==> config.mk <==
export PLATFORM = sky130hd
export DESIGN_NAME = dual_recirculating_shift_pattern
export DESIGN_NICKNAME = d
export VERILOG_FILES = /design/src/pkg/shift_pattern_pkg.sv /design/src/hw/pin_sync.sv /design/src/hw/dual_recirculating_shift_pattern.sv
export VERILOG_INCLUDE_DIRS = /design/src /design/src/pkg
export SDC_FILE = /design/constraint.sdc
export NUM_CORES = 1
export LEC_CHECK = 0
export ABC_CLOCK_PERIOD_IN_PS = 1000
export BUFFER_PORTS_ARGS = -buffer_cell sky130_fd_sc_hd__buf_2
export CAP_MARGIN = 40
export CORE_MARGIN = 2
export CORE_UTILIZATION = 54
export CTS_BUF_LIST = sky130_fd_sc_hd__clkbuf_8
export DETAILED_ROUTE_END_ITERATION = 12
export PLACE_DENSITY = 0.9
export SLEW_MARGIN = 0
export SYNTH_ARGS = -nofsm -noshare
export SYNTH_HDL_FRONTEND = slang
export SYNTH_SLANG_ARGS = --single-unit
export TNS_END_PERCENT = 50
==> constraint.sdc <==
create_clock -name clock -period 1 [get_ports clock]
set_input_delay 0.05 -clock clock [delete_from_list [all_inputs] [get_ports clock]]
set_output_delay 0.05 -clock clock [all_outputs]
set_load 0.01 [all_outputs]
==> src/pkg/shift_pattern_defs.svh <==
`ifndef SHIFT_PATTERN_DEFS_SVH
`define SHIFT_PATTERN_DEFS_SVH

// stages in each of the two shift registers
`define SHIFT_STAGES 8
// reset fill bit of both registers
`define SHIFT_RESET_BIT 1'h0
// position of register A and B within the stage output bus
`define STAGE_A_LSB 0
`define STAGE_B_LSB 8
// positions within the synchronised pin vector
`define PIN_STEP 0
`define PIN_RANDOM 1
`define PIN_CHAINED 2
`define PIN_RANDOM_SRC 3
`define PIN_INVERT 4
`define PIN_COUNT 5

`endif

==> src/pkg/shift_pattern_pkg.sv <==
package shift_pattern_pkg;

	// ring topology chosen by the mode switch
	typedef enum logic {
		DUAL_RING_MODE,
		CHAINED_RING_MODE
	} ring_mode_t;

	// where register A takes its serial input from
	typedef enum logic {
		SRC_PATTERN,
		SRC_RANDOM
	} a_source_t;

endpackage

==> src/hw/pin_sync.sv <==
`timescale 1ns/1ps
// ------------------------------------------------------------
// two-stage synchroniser for asynchronous panel pins
// ------------------------------------------------------------
module pin_sync #(
	parameter int WIDTH = 1
)
(
	input wire logic clock,
	input wire logic rst_n,
	input wire logic [WIDTH-1:0] pin_in,
	output logic [WIDTH-1:0] pin_out
);

	logic [WIDTH-1:0] meta_reg;
	logic [WIDTH-1:0] sync_reg;

	// a zero-width synchroniser cannot carry anything
	generate
		if (WIDTH < 1)
		begin : g_width_check
			$error("pin_sync width must be at least one");
		end
	endgenerate

	// first flop only feeds the second, never any logic
	always_ff @(posedge clock or negedge rst_n)
	begin
		if (!rst_n)
		begin
			meta_reg <= '0;
			sync_reg <= '0;
		end
		else
		begin
			meta_reg <= pin_in;
			sync_reg <= meta_reg;
		end
	end

	assign pin_out = sync_reg;

endmodule

==> src/hw/dual_recirculating_shift_pattern.sv <==
`timescale 1ns/1ps
`include "shift_pattern_defs.svh"
module dual_recirculating_shift_pattern #(
	parameter int STAGES = `SHIFT_STAGES
)
(
	input wire logic clock,
	input wire logic resetn,
	input wire logic step_clock,
	input wire logic random_bit,
	input wire logic chained_ring_mode,
	input wire logic random_source,
	input wire logic invert_b,
	output logic [2*STAGES-1:0] stage_bits
);
	import shift_pattern_pkg::*;

	localparam int CNT_W = (STAGES > 2) ? $clog2(STAGES) : 1;
	localparam logic [CNT_W-1:0] LAST_STEP = CNT_W'(STAGES - 1);

	// ------------------------------------------------------------
	// parameter checks
	// ------------------------------------------------------------
	generate
		if (STAGES < 2)
		begin : g_stage_check
			$error("each shift register needs at least two stages");
		end
	endgenerate

	// ------------------------------------------------------------
	// reset release
	// ------------------------------------------------------------
	logic rst_meta_reg;
	logic rst_n_sync;

	// async assert, release through two flops to avoid skewed exit
	always_ff @(posedge clock or negedge resetn)
	begin
		if (!resetn)
		begin
			rst_meta_reg <= 1'h0;
			rst_n_sync <= 1'h0;
		end
		else
		begin
			rst_meta_reg <= 1'h1;
			rst_n_sync <= rst_meta_reg;
		end
	end

	// ------------------------------------------------------------
	// pin synchronisation
	// ------------------------------------------------------------
	logic [`PIN_COUNT-1:0] pins_raw;
	logic [`PIN_COUNT-1:0] pins_s;

	// all pins share one latency, so random bit and step edge stay aligned
	assign pins_raw[`PIN_STEP] = step_clock;
	assign pins_raw[`PIN_RANDOM] = random_bit;
	assign pins_raw[`PIN_CHAINED] = chained_ring_mode;
	assign pins_raw[`PIN_RANDOM_SRC] = random_source;
	assign pins_raw[`PIN_INVERT] = invert_b;

	pin_sync #(
		.WIDTH(`PIN_COUNT)
	) u_pin_sync (
		.clock(clock),
		.rst_n(rst_n_sync),
		.pin_in(pins_raw),
		.pin_out(pins_s)
	);

	ring_mode_t mode_s;
	a_source_t source_s;
	logic invert_s;
	logic random_s;

	assign mode_s = ring_mode_t'(pins_s[`PIN_CHAINED]);
	assign source_s = a_source_t'(pins_s[`PIN_RANDOM_SRC]);
	assign invert_s = pins_s[`PIN_INVERT];
	assign random_s = pins_s[`PIN_RANDOM];

	// ------------------------------------------------------------
	// step edge detection
	// ------------------------------------------------------------
	logic step_prev_reg;
	logic step_prev_next;
	logic step_pulse;

	// one-cycle enable on each rising edge of the step clock
	assign step_pulse = pins_s[`PIN_STEP] & ~step_prev_reg;

	always_comb
	begin
		step_prev_next = pins_s[`PIN_STEP];
	end

	always_ff @(posedge clock or negedge rst_n_sync)
	begin
		if (!rst_n_sync)
			step_prev_reg <= 1'h0;
		else
			step_prev_reg <= step_prev_next;
	end

	// ------------------------------------------------------------
	// serial input routing
	// ------------------------------------------------------------
	// returns {a_in, b_in}; b's tail is complemented when inv is set, before any reuse
	function automatic logic [1:0] feed_inputs(
		input ring_mode_t mode,
		input a_source_t src,
		input logic inv,
		input logic a_last,
		input logic b_last,
		input logic rnd
	);
		logic b_out;
		logic a_in;
		logic b_in;
		b_out = b_last ^ inv;
		if (src == SRC_RANDOM)
			a_in = rnd;
		else if (mode == DUAL_RING_MODE)
			a_in = a_last;
		else
			a_in = b_out;
		b_in = (mode == DUAL_RING_MODE) ? b_out : a_last;
		return {a_in, b_in};
	endfunction

	logic [STAGES-1:0] shift_a_reg;
	logic [STAGES-1:0] shift_a_next;
	logic [STAGES-1:0] shift_b_reg;
	logic [STAGES-1:0] shift_b_next;
	logic [1:0] feed;

	// source picks A input
	// settings are read live, so a switch flip acts on the next shift
	assign feed = feed_inputs(mode_s, source_s, invert_s, shift_a_reg[STAGES-1],
		shift_b_reg[STAGES-1], random_s);

	// ------------------------------------------------------------
	// shift registers
	// ------------------------------------------------------------
	// capture only on step
	always_comb
	begin
		shift_a_next = shift_a_reg;
		shift_b_next = shift_b_reg;
		if (step_pulse)
		begin
			// stage one is bit 0; last stage leaves, routed by feed
			shift_a_next = {shift_a_reg[STAGES-2:0], feed[1]};
			shift_b_next = {shift_b_reg[STAGES-2:0], feed[0]};
		end
	end

	always_ff @(posedge clock or negedge rst_n_sync)
	begin
		if (!rst_n_sync)
		begin
			shift_a_reg <= {STAGES{`SHIFT_RESET_BIT}};
			shift_b_reg <= {STAGES{`SHIFT_RESET_BIT}};
		end
		else
		begin
			shift_a_reg <= shift_a_next;
			shift_b_reg <= shift_b_next;
		end
	end

	assign stage_bits = {shift_b_reg, shift_a_reg};

	// ------------------------------------------------------------
	// helper for the complement check
	// ------------------------------------------------------------
	logic [CNT_W-1:0] help_cnt_reg;
	logic [CNT_W-1:0] help_cnt_next;
	logic [STAGES-1:0] help_snap_reg;
	logic [STAGES-1:0] help_snap_next;
	logic help_run_reg;
	logic help_run_next;
	logic help_cond;

	// B loops through the inverter in dual mode regardless of source
	assign help_cond = (mode_s == DUAL_RING_MODE) && invert_s;

	always_comb
	begin
		help_cnt_next = help_cnt_reg;
		help_snap_next = help_snap_reg;
		help_run_next = help_run_reg;
		if (step_pulse)
		begin
			if (!help_cond)
			begin
				help_run_next = 1'h0;
				help_cnt_next = '0;
			end
			else
			begin
				if (help_cnt_reg == '0)
				begin
					help_snap_next = shift_b_reg;
					help_run_next = 1'h1;
				end
				help_cnt_next = (help_cnt_reg == LAST_STEP) ? '0 : help_cnt_reg + 1'b1;
			end
		end
	end

	always_ff @(posedge clock or negedge rst_n_sync)
	begin
		if (!rst_n_sync)
		begin
			help_cnt_reg <= '0;
			help_snap_reg <= '0;
			help_run_reg <= 1'h0;
		end
		else
		begin
			help_cnt_reg <= help_cnt_next;
			help_snap_reg <= help_snap_next;
			help_run_reg <= help_run_next;
		end
	end
endmodule

# Yosys cells after proc, flatten, opt, wreduce, memory -nomap -nowiden
# Cells that the tools add are included.
# totals
register_bits	29
inputBits	7
out_inout_bits	16
elab_cells	13
# op_classes
n_mux	3
n_bitwise	3
# op_table
op	count
1-bit two-way mux	3
1-bit AND	1
1-bit inverter	1
1-bit bitwise XOR	1

# Logic depth before layout (Yosys ltp)
# logic_depth
ltp_word	3
ltp_mapped	5
depth_no_buf	3

# Modules after synthesis
# A second synthesis with hierarchy kept.
# hier_totals
cells_unflattened	56
hier_area_um2	1017.2
# by_module_without_submodules
mod	n_inst	cells_per_inst	area_each_um2	seq_area_each_um2
dual_recirculating_shift_pattern	1	46	767.0	475.5
pin_sync	1	10	250.2	250.2

# Worst setup path after synthesis
# OpenSTA, ideal clock, no wires.
# synth_timing
path_type	flip-flop to flip-flop
start	register step_prev_reg
end	register shift_a_reg[6]
setup_time_ns	0.125
arrival_time_ns	1.027
required_ns	0.875
slack_ns	-0.152
path_stages_with_launch	5
n_path_buf	2
period_less_slack_ns	1.152
path_cell_list	dfrtp_1 > nor2b_4 > buf_6 > buf_12 > mux2_4
# synth_between
elab_chain_len	2
# synth_rtl
element	line_no	text
from (decl)	dual_recirculating_shift_pattern.sv:87	logic step_prev_reg;
from (signal assigned)	dual_recirculating_shift_pattern.sv:104	step_prev_reg <= step_prev_next;
1-bit inverter	dual_recirculating_shift_pattern.sv:92	assign step_pulse = pins_s[`PIN_STEP] & ~step_prev_reg;
1-bit AND	dual_recirculating_shift_pattern.sv:92	
to (signal assigned)	dual_recirculating_shift_pattern.sv:164	shift_a_reg <= {STAGES{`SHIFT_RESET_BIT}};
to (signal assigned)	dual_recirculating_shift_pattern.sv:169	shift_a_reg <= shift_a_next;
to (decl)	dual_recirculating_shift_pattern.sv:133	logic [STAGES-1:0] shift_a_reg;
# No other way between the ends.
# A chain may end at the register's enable or synchronous reset.

# Worst setup path in the final report
# layout_timing
start	register step_prev_reg
end	register shift_a_reg[1]
# Same word-level chain as after synthesis.

==> flow_metrics.tcl <==
set metrics [dict create \
    dp_hpwl_um 1180 \
    dr.pass1.iters 3 \
    wl_per_cell_um 13.9 \
    cts.path.max_buffers 2 \
    synth-seq-area-share 0.713 \
    core_area_um2 1750 \
    crit_slowest_cell "dfrtp_1" \
    die_y_um 47.4 \
    drtIter0Drc 1 \
    initial_core_util 0.583 \
    final_cell_area_um2 1340 \
    timing.final.crit_share 1.15 \
    rows 15 \
    finalMaxSlewViolations 0 \
    dieArea_um2 2250 \
    syn_nets 63 \
    fmax_ghz 0.868 \
    ff2ff_path_depth 3 \
    crit_family "flip-flops" \
    cts_made_buffers 5 \
    overflow 0 \
    ant_nets 0 \
    drive_gt1_frac 0.515 \
    clock_sinks 29 \
    drc_errors 0 \
    synth_cell_types 13 \
    place.gp.congestion 0.674 \
    yosys_warnings 0 \
    slowest_delay_ps 400 \
    regArea_um2 726 \
    startpoint_type "register" \
    p_per_area_nw_per_um2 2690 \
    syn_to_final_growth_pct 32.1 \
    synthCells 56 \
    fin_crit_ps 1150 \
    finalSetupTns_ps -2020 \
    vias 577 \
    max-cap-violations 0 \
    critPathRequiredTime_ps 1160 \
    final_common_cell "dfrtp_1" \
    yosysTopAreaCell "dfrtp_1" \
    grt_util_all_layers 0.186 \
    arrival_ps 1310 \
    grt_pass1_wl_um 2590 \
    p_leak_nw 0.672 \
    fillers 107 \
    synth_area_leaders "dfrtp_1 71%, mux2_4 12%, mux2_2 7.7%" \
    setup_viol_count_final 16 \
    synth_area_per_cell_um2 18.2 \
    violations "setup timing" \
    setup_ws_ps -152 \
    die_w_um 47.4 \
    ir_drop_mv 1.44 \
    grt_setup_unrepaired "yes" \
    min_path_type "input port to asynchronous set/reset pin" \
    cts_tree "yes" \
    worst_clock_skew_ps 5.40 \
    multiInputGateArea_um2 272 \
    grt_start_max_net_pins 16 \
    grt_pass1_vias 595 \
    status "finished with violations" \
    htreeDepth 2 \
    antenna_found_initial 0 \
    wl_um 1700 \
    clk_latency_ps 270 \
    ys_seq_elements 29 \
    crit_path_cell_trace "nor2b_4 -> buf_12 -> mux2_2" \
    yosysTopAreaCellShare 0.713 \
    portBuffers 22 \
    cp.depth 3 \
    cp_max_fo 11 \
    endpoint_kind "register" \
    layout_common_cells "29 x dfrtp_1, 22 x buf_2, 11 x mux2_4, 6 x dlygate4sd3_1, 6 x buf_4" \
    hold_violations 0 \
    diodes 0 \
    netlist_area_um2 1020 \
    avgViaCountPerCell 4.73 \
    root_buffer "clkbuf_8" \
    clkSlewWorstSetupHoldPaths_ps 60 \
    fin_nets 103 \
    finalCoreUtilization 0.770 \
    crit_buf_inv 1 \
    critical_path_class "register to register" \
    placed_area_um2 1180 \
    ios 23 \
]
-- cells in the mapped netlist --
library cell and instances:
buf_12 1, dfrtp_1 29, o21ai_0 1, nor2_1 2
nor2b_4 1, xnor2_1 1, conb_1 1, nand2_1 2
a31oi_1 1, mux2_4 8, buf_6 1, a211o_1 1
mux2_2 7
-- layer usage --
layer | GRT usage | vias up | share of wire
met4 | 0.100 | 0 | 0.015
met3 | 0.0808 | 5 | 0.051
met1 | 0.188 | 283 | 0.41
li1 | - | 269 | -
met2 | 0.319 | 20 | 0.52
met5 | 0 | - | 0
-- metrics by stage --
step	instances	hold slack [ps]	worst slack, ps	total power, mW
after global placement	107	-166	-127	2.68
after CTS	122	85.8	-166	3.63
after detailed placement	107	-159	-166	2.75
final	122	108	-152	3.62
after floorplan	56	-246	-152	2.32
after global routing	122	106	-199	3.86
-- area by class of cell --
| cell class | instances | area share |
|---|---|---|
| repair buffers | 35 | 0.175 |
| multi-input cells | 25 | 0.202 |
| flip-flops and latches | 29 | 0.540 |
| clock buffers | 5 | 0.0512 |
| clock inverters | 3 | 0.00838 |
| well taps | 25 | 0.0233 |
-- path summary, 6_finish.rpt --
kind | start | endpoint | slack (ps)
min in group clock | u_pin_sync.meta_reg[4] | u_pin_sync.pin_out[4] | 350
setup reg to reg | step_prev_reg | shift_a_reg[1] | -150
hold / removal | resetn | rst_n_sync | 110
setup / recovery | step_prev_reg | shift_a_reg[1] | -150
hold reg to reg | rst_n_sync | shift_a_reg[7] | 190
max in group asynchronous | rst_n_sync | u_pin_sync.meta_reg[1] | 630
-- worst register-to-register path: stages, from the launching register on --
cell     delay [ps]
dfrtp_1         400
nor2b_4         150
buf_12          150
mux2_2          340
-- cell families (layout without fill, tap and decap cells) --
group | after synthesis | after routing | share of synthesized area
other cells | 1 | 1 | 0.00369
xor+xnor | 1 | 1 | 0.00861
mux | 15 | 15 | 0.196
simple gates | 5 | 5 | 0.0283
compound gates | 3 | 3 | 0.0197
flops | 29 | 29 | 0.713
buf+inv | 2 | 43 | 0.0308
-- what timing repair did --
| action | CTS | global route |
|---|---|---|
| endpoints found under the hold margin | 7 | 0 |
| setup endpoints to repair | 16 | 16 |
| setup buffers | 1 | 0 |
| pin swaps | 1 | 0 |
| hold buffers | 6 | 0 |
| resized for setup | 1 | 2 |
-- where the power goes --
part	internal (mW)	leakage, nW	switching [mW]
registers	1.50	0.343	0.253
logic	0.625	0.277	0.400
clock network	0.461	0.0519	0.379
Note: power is estimated with default switching activity, not from simulation.
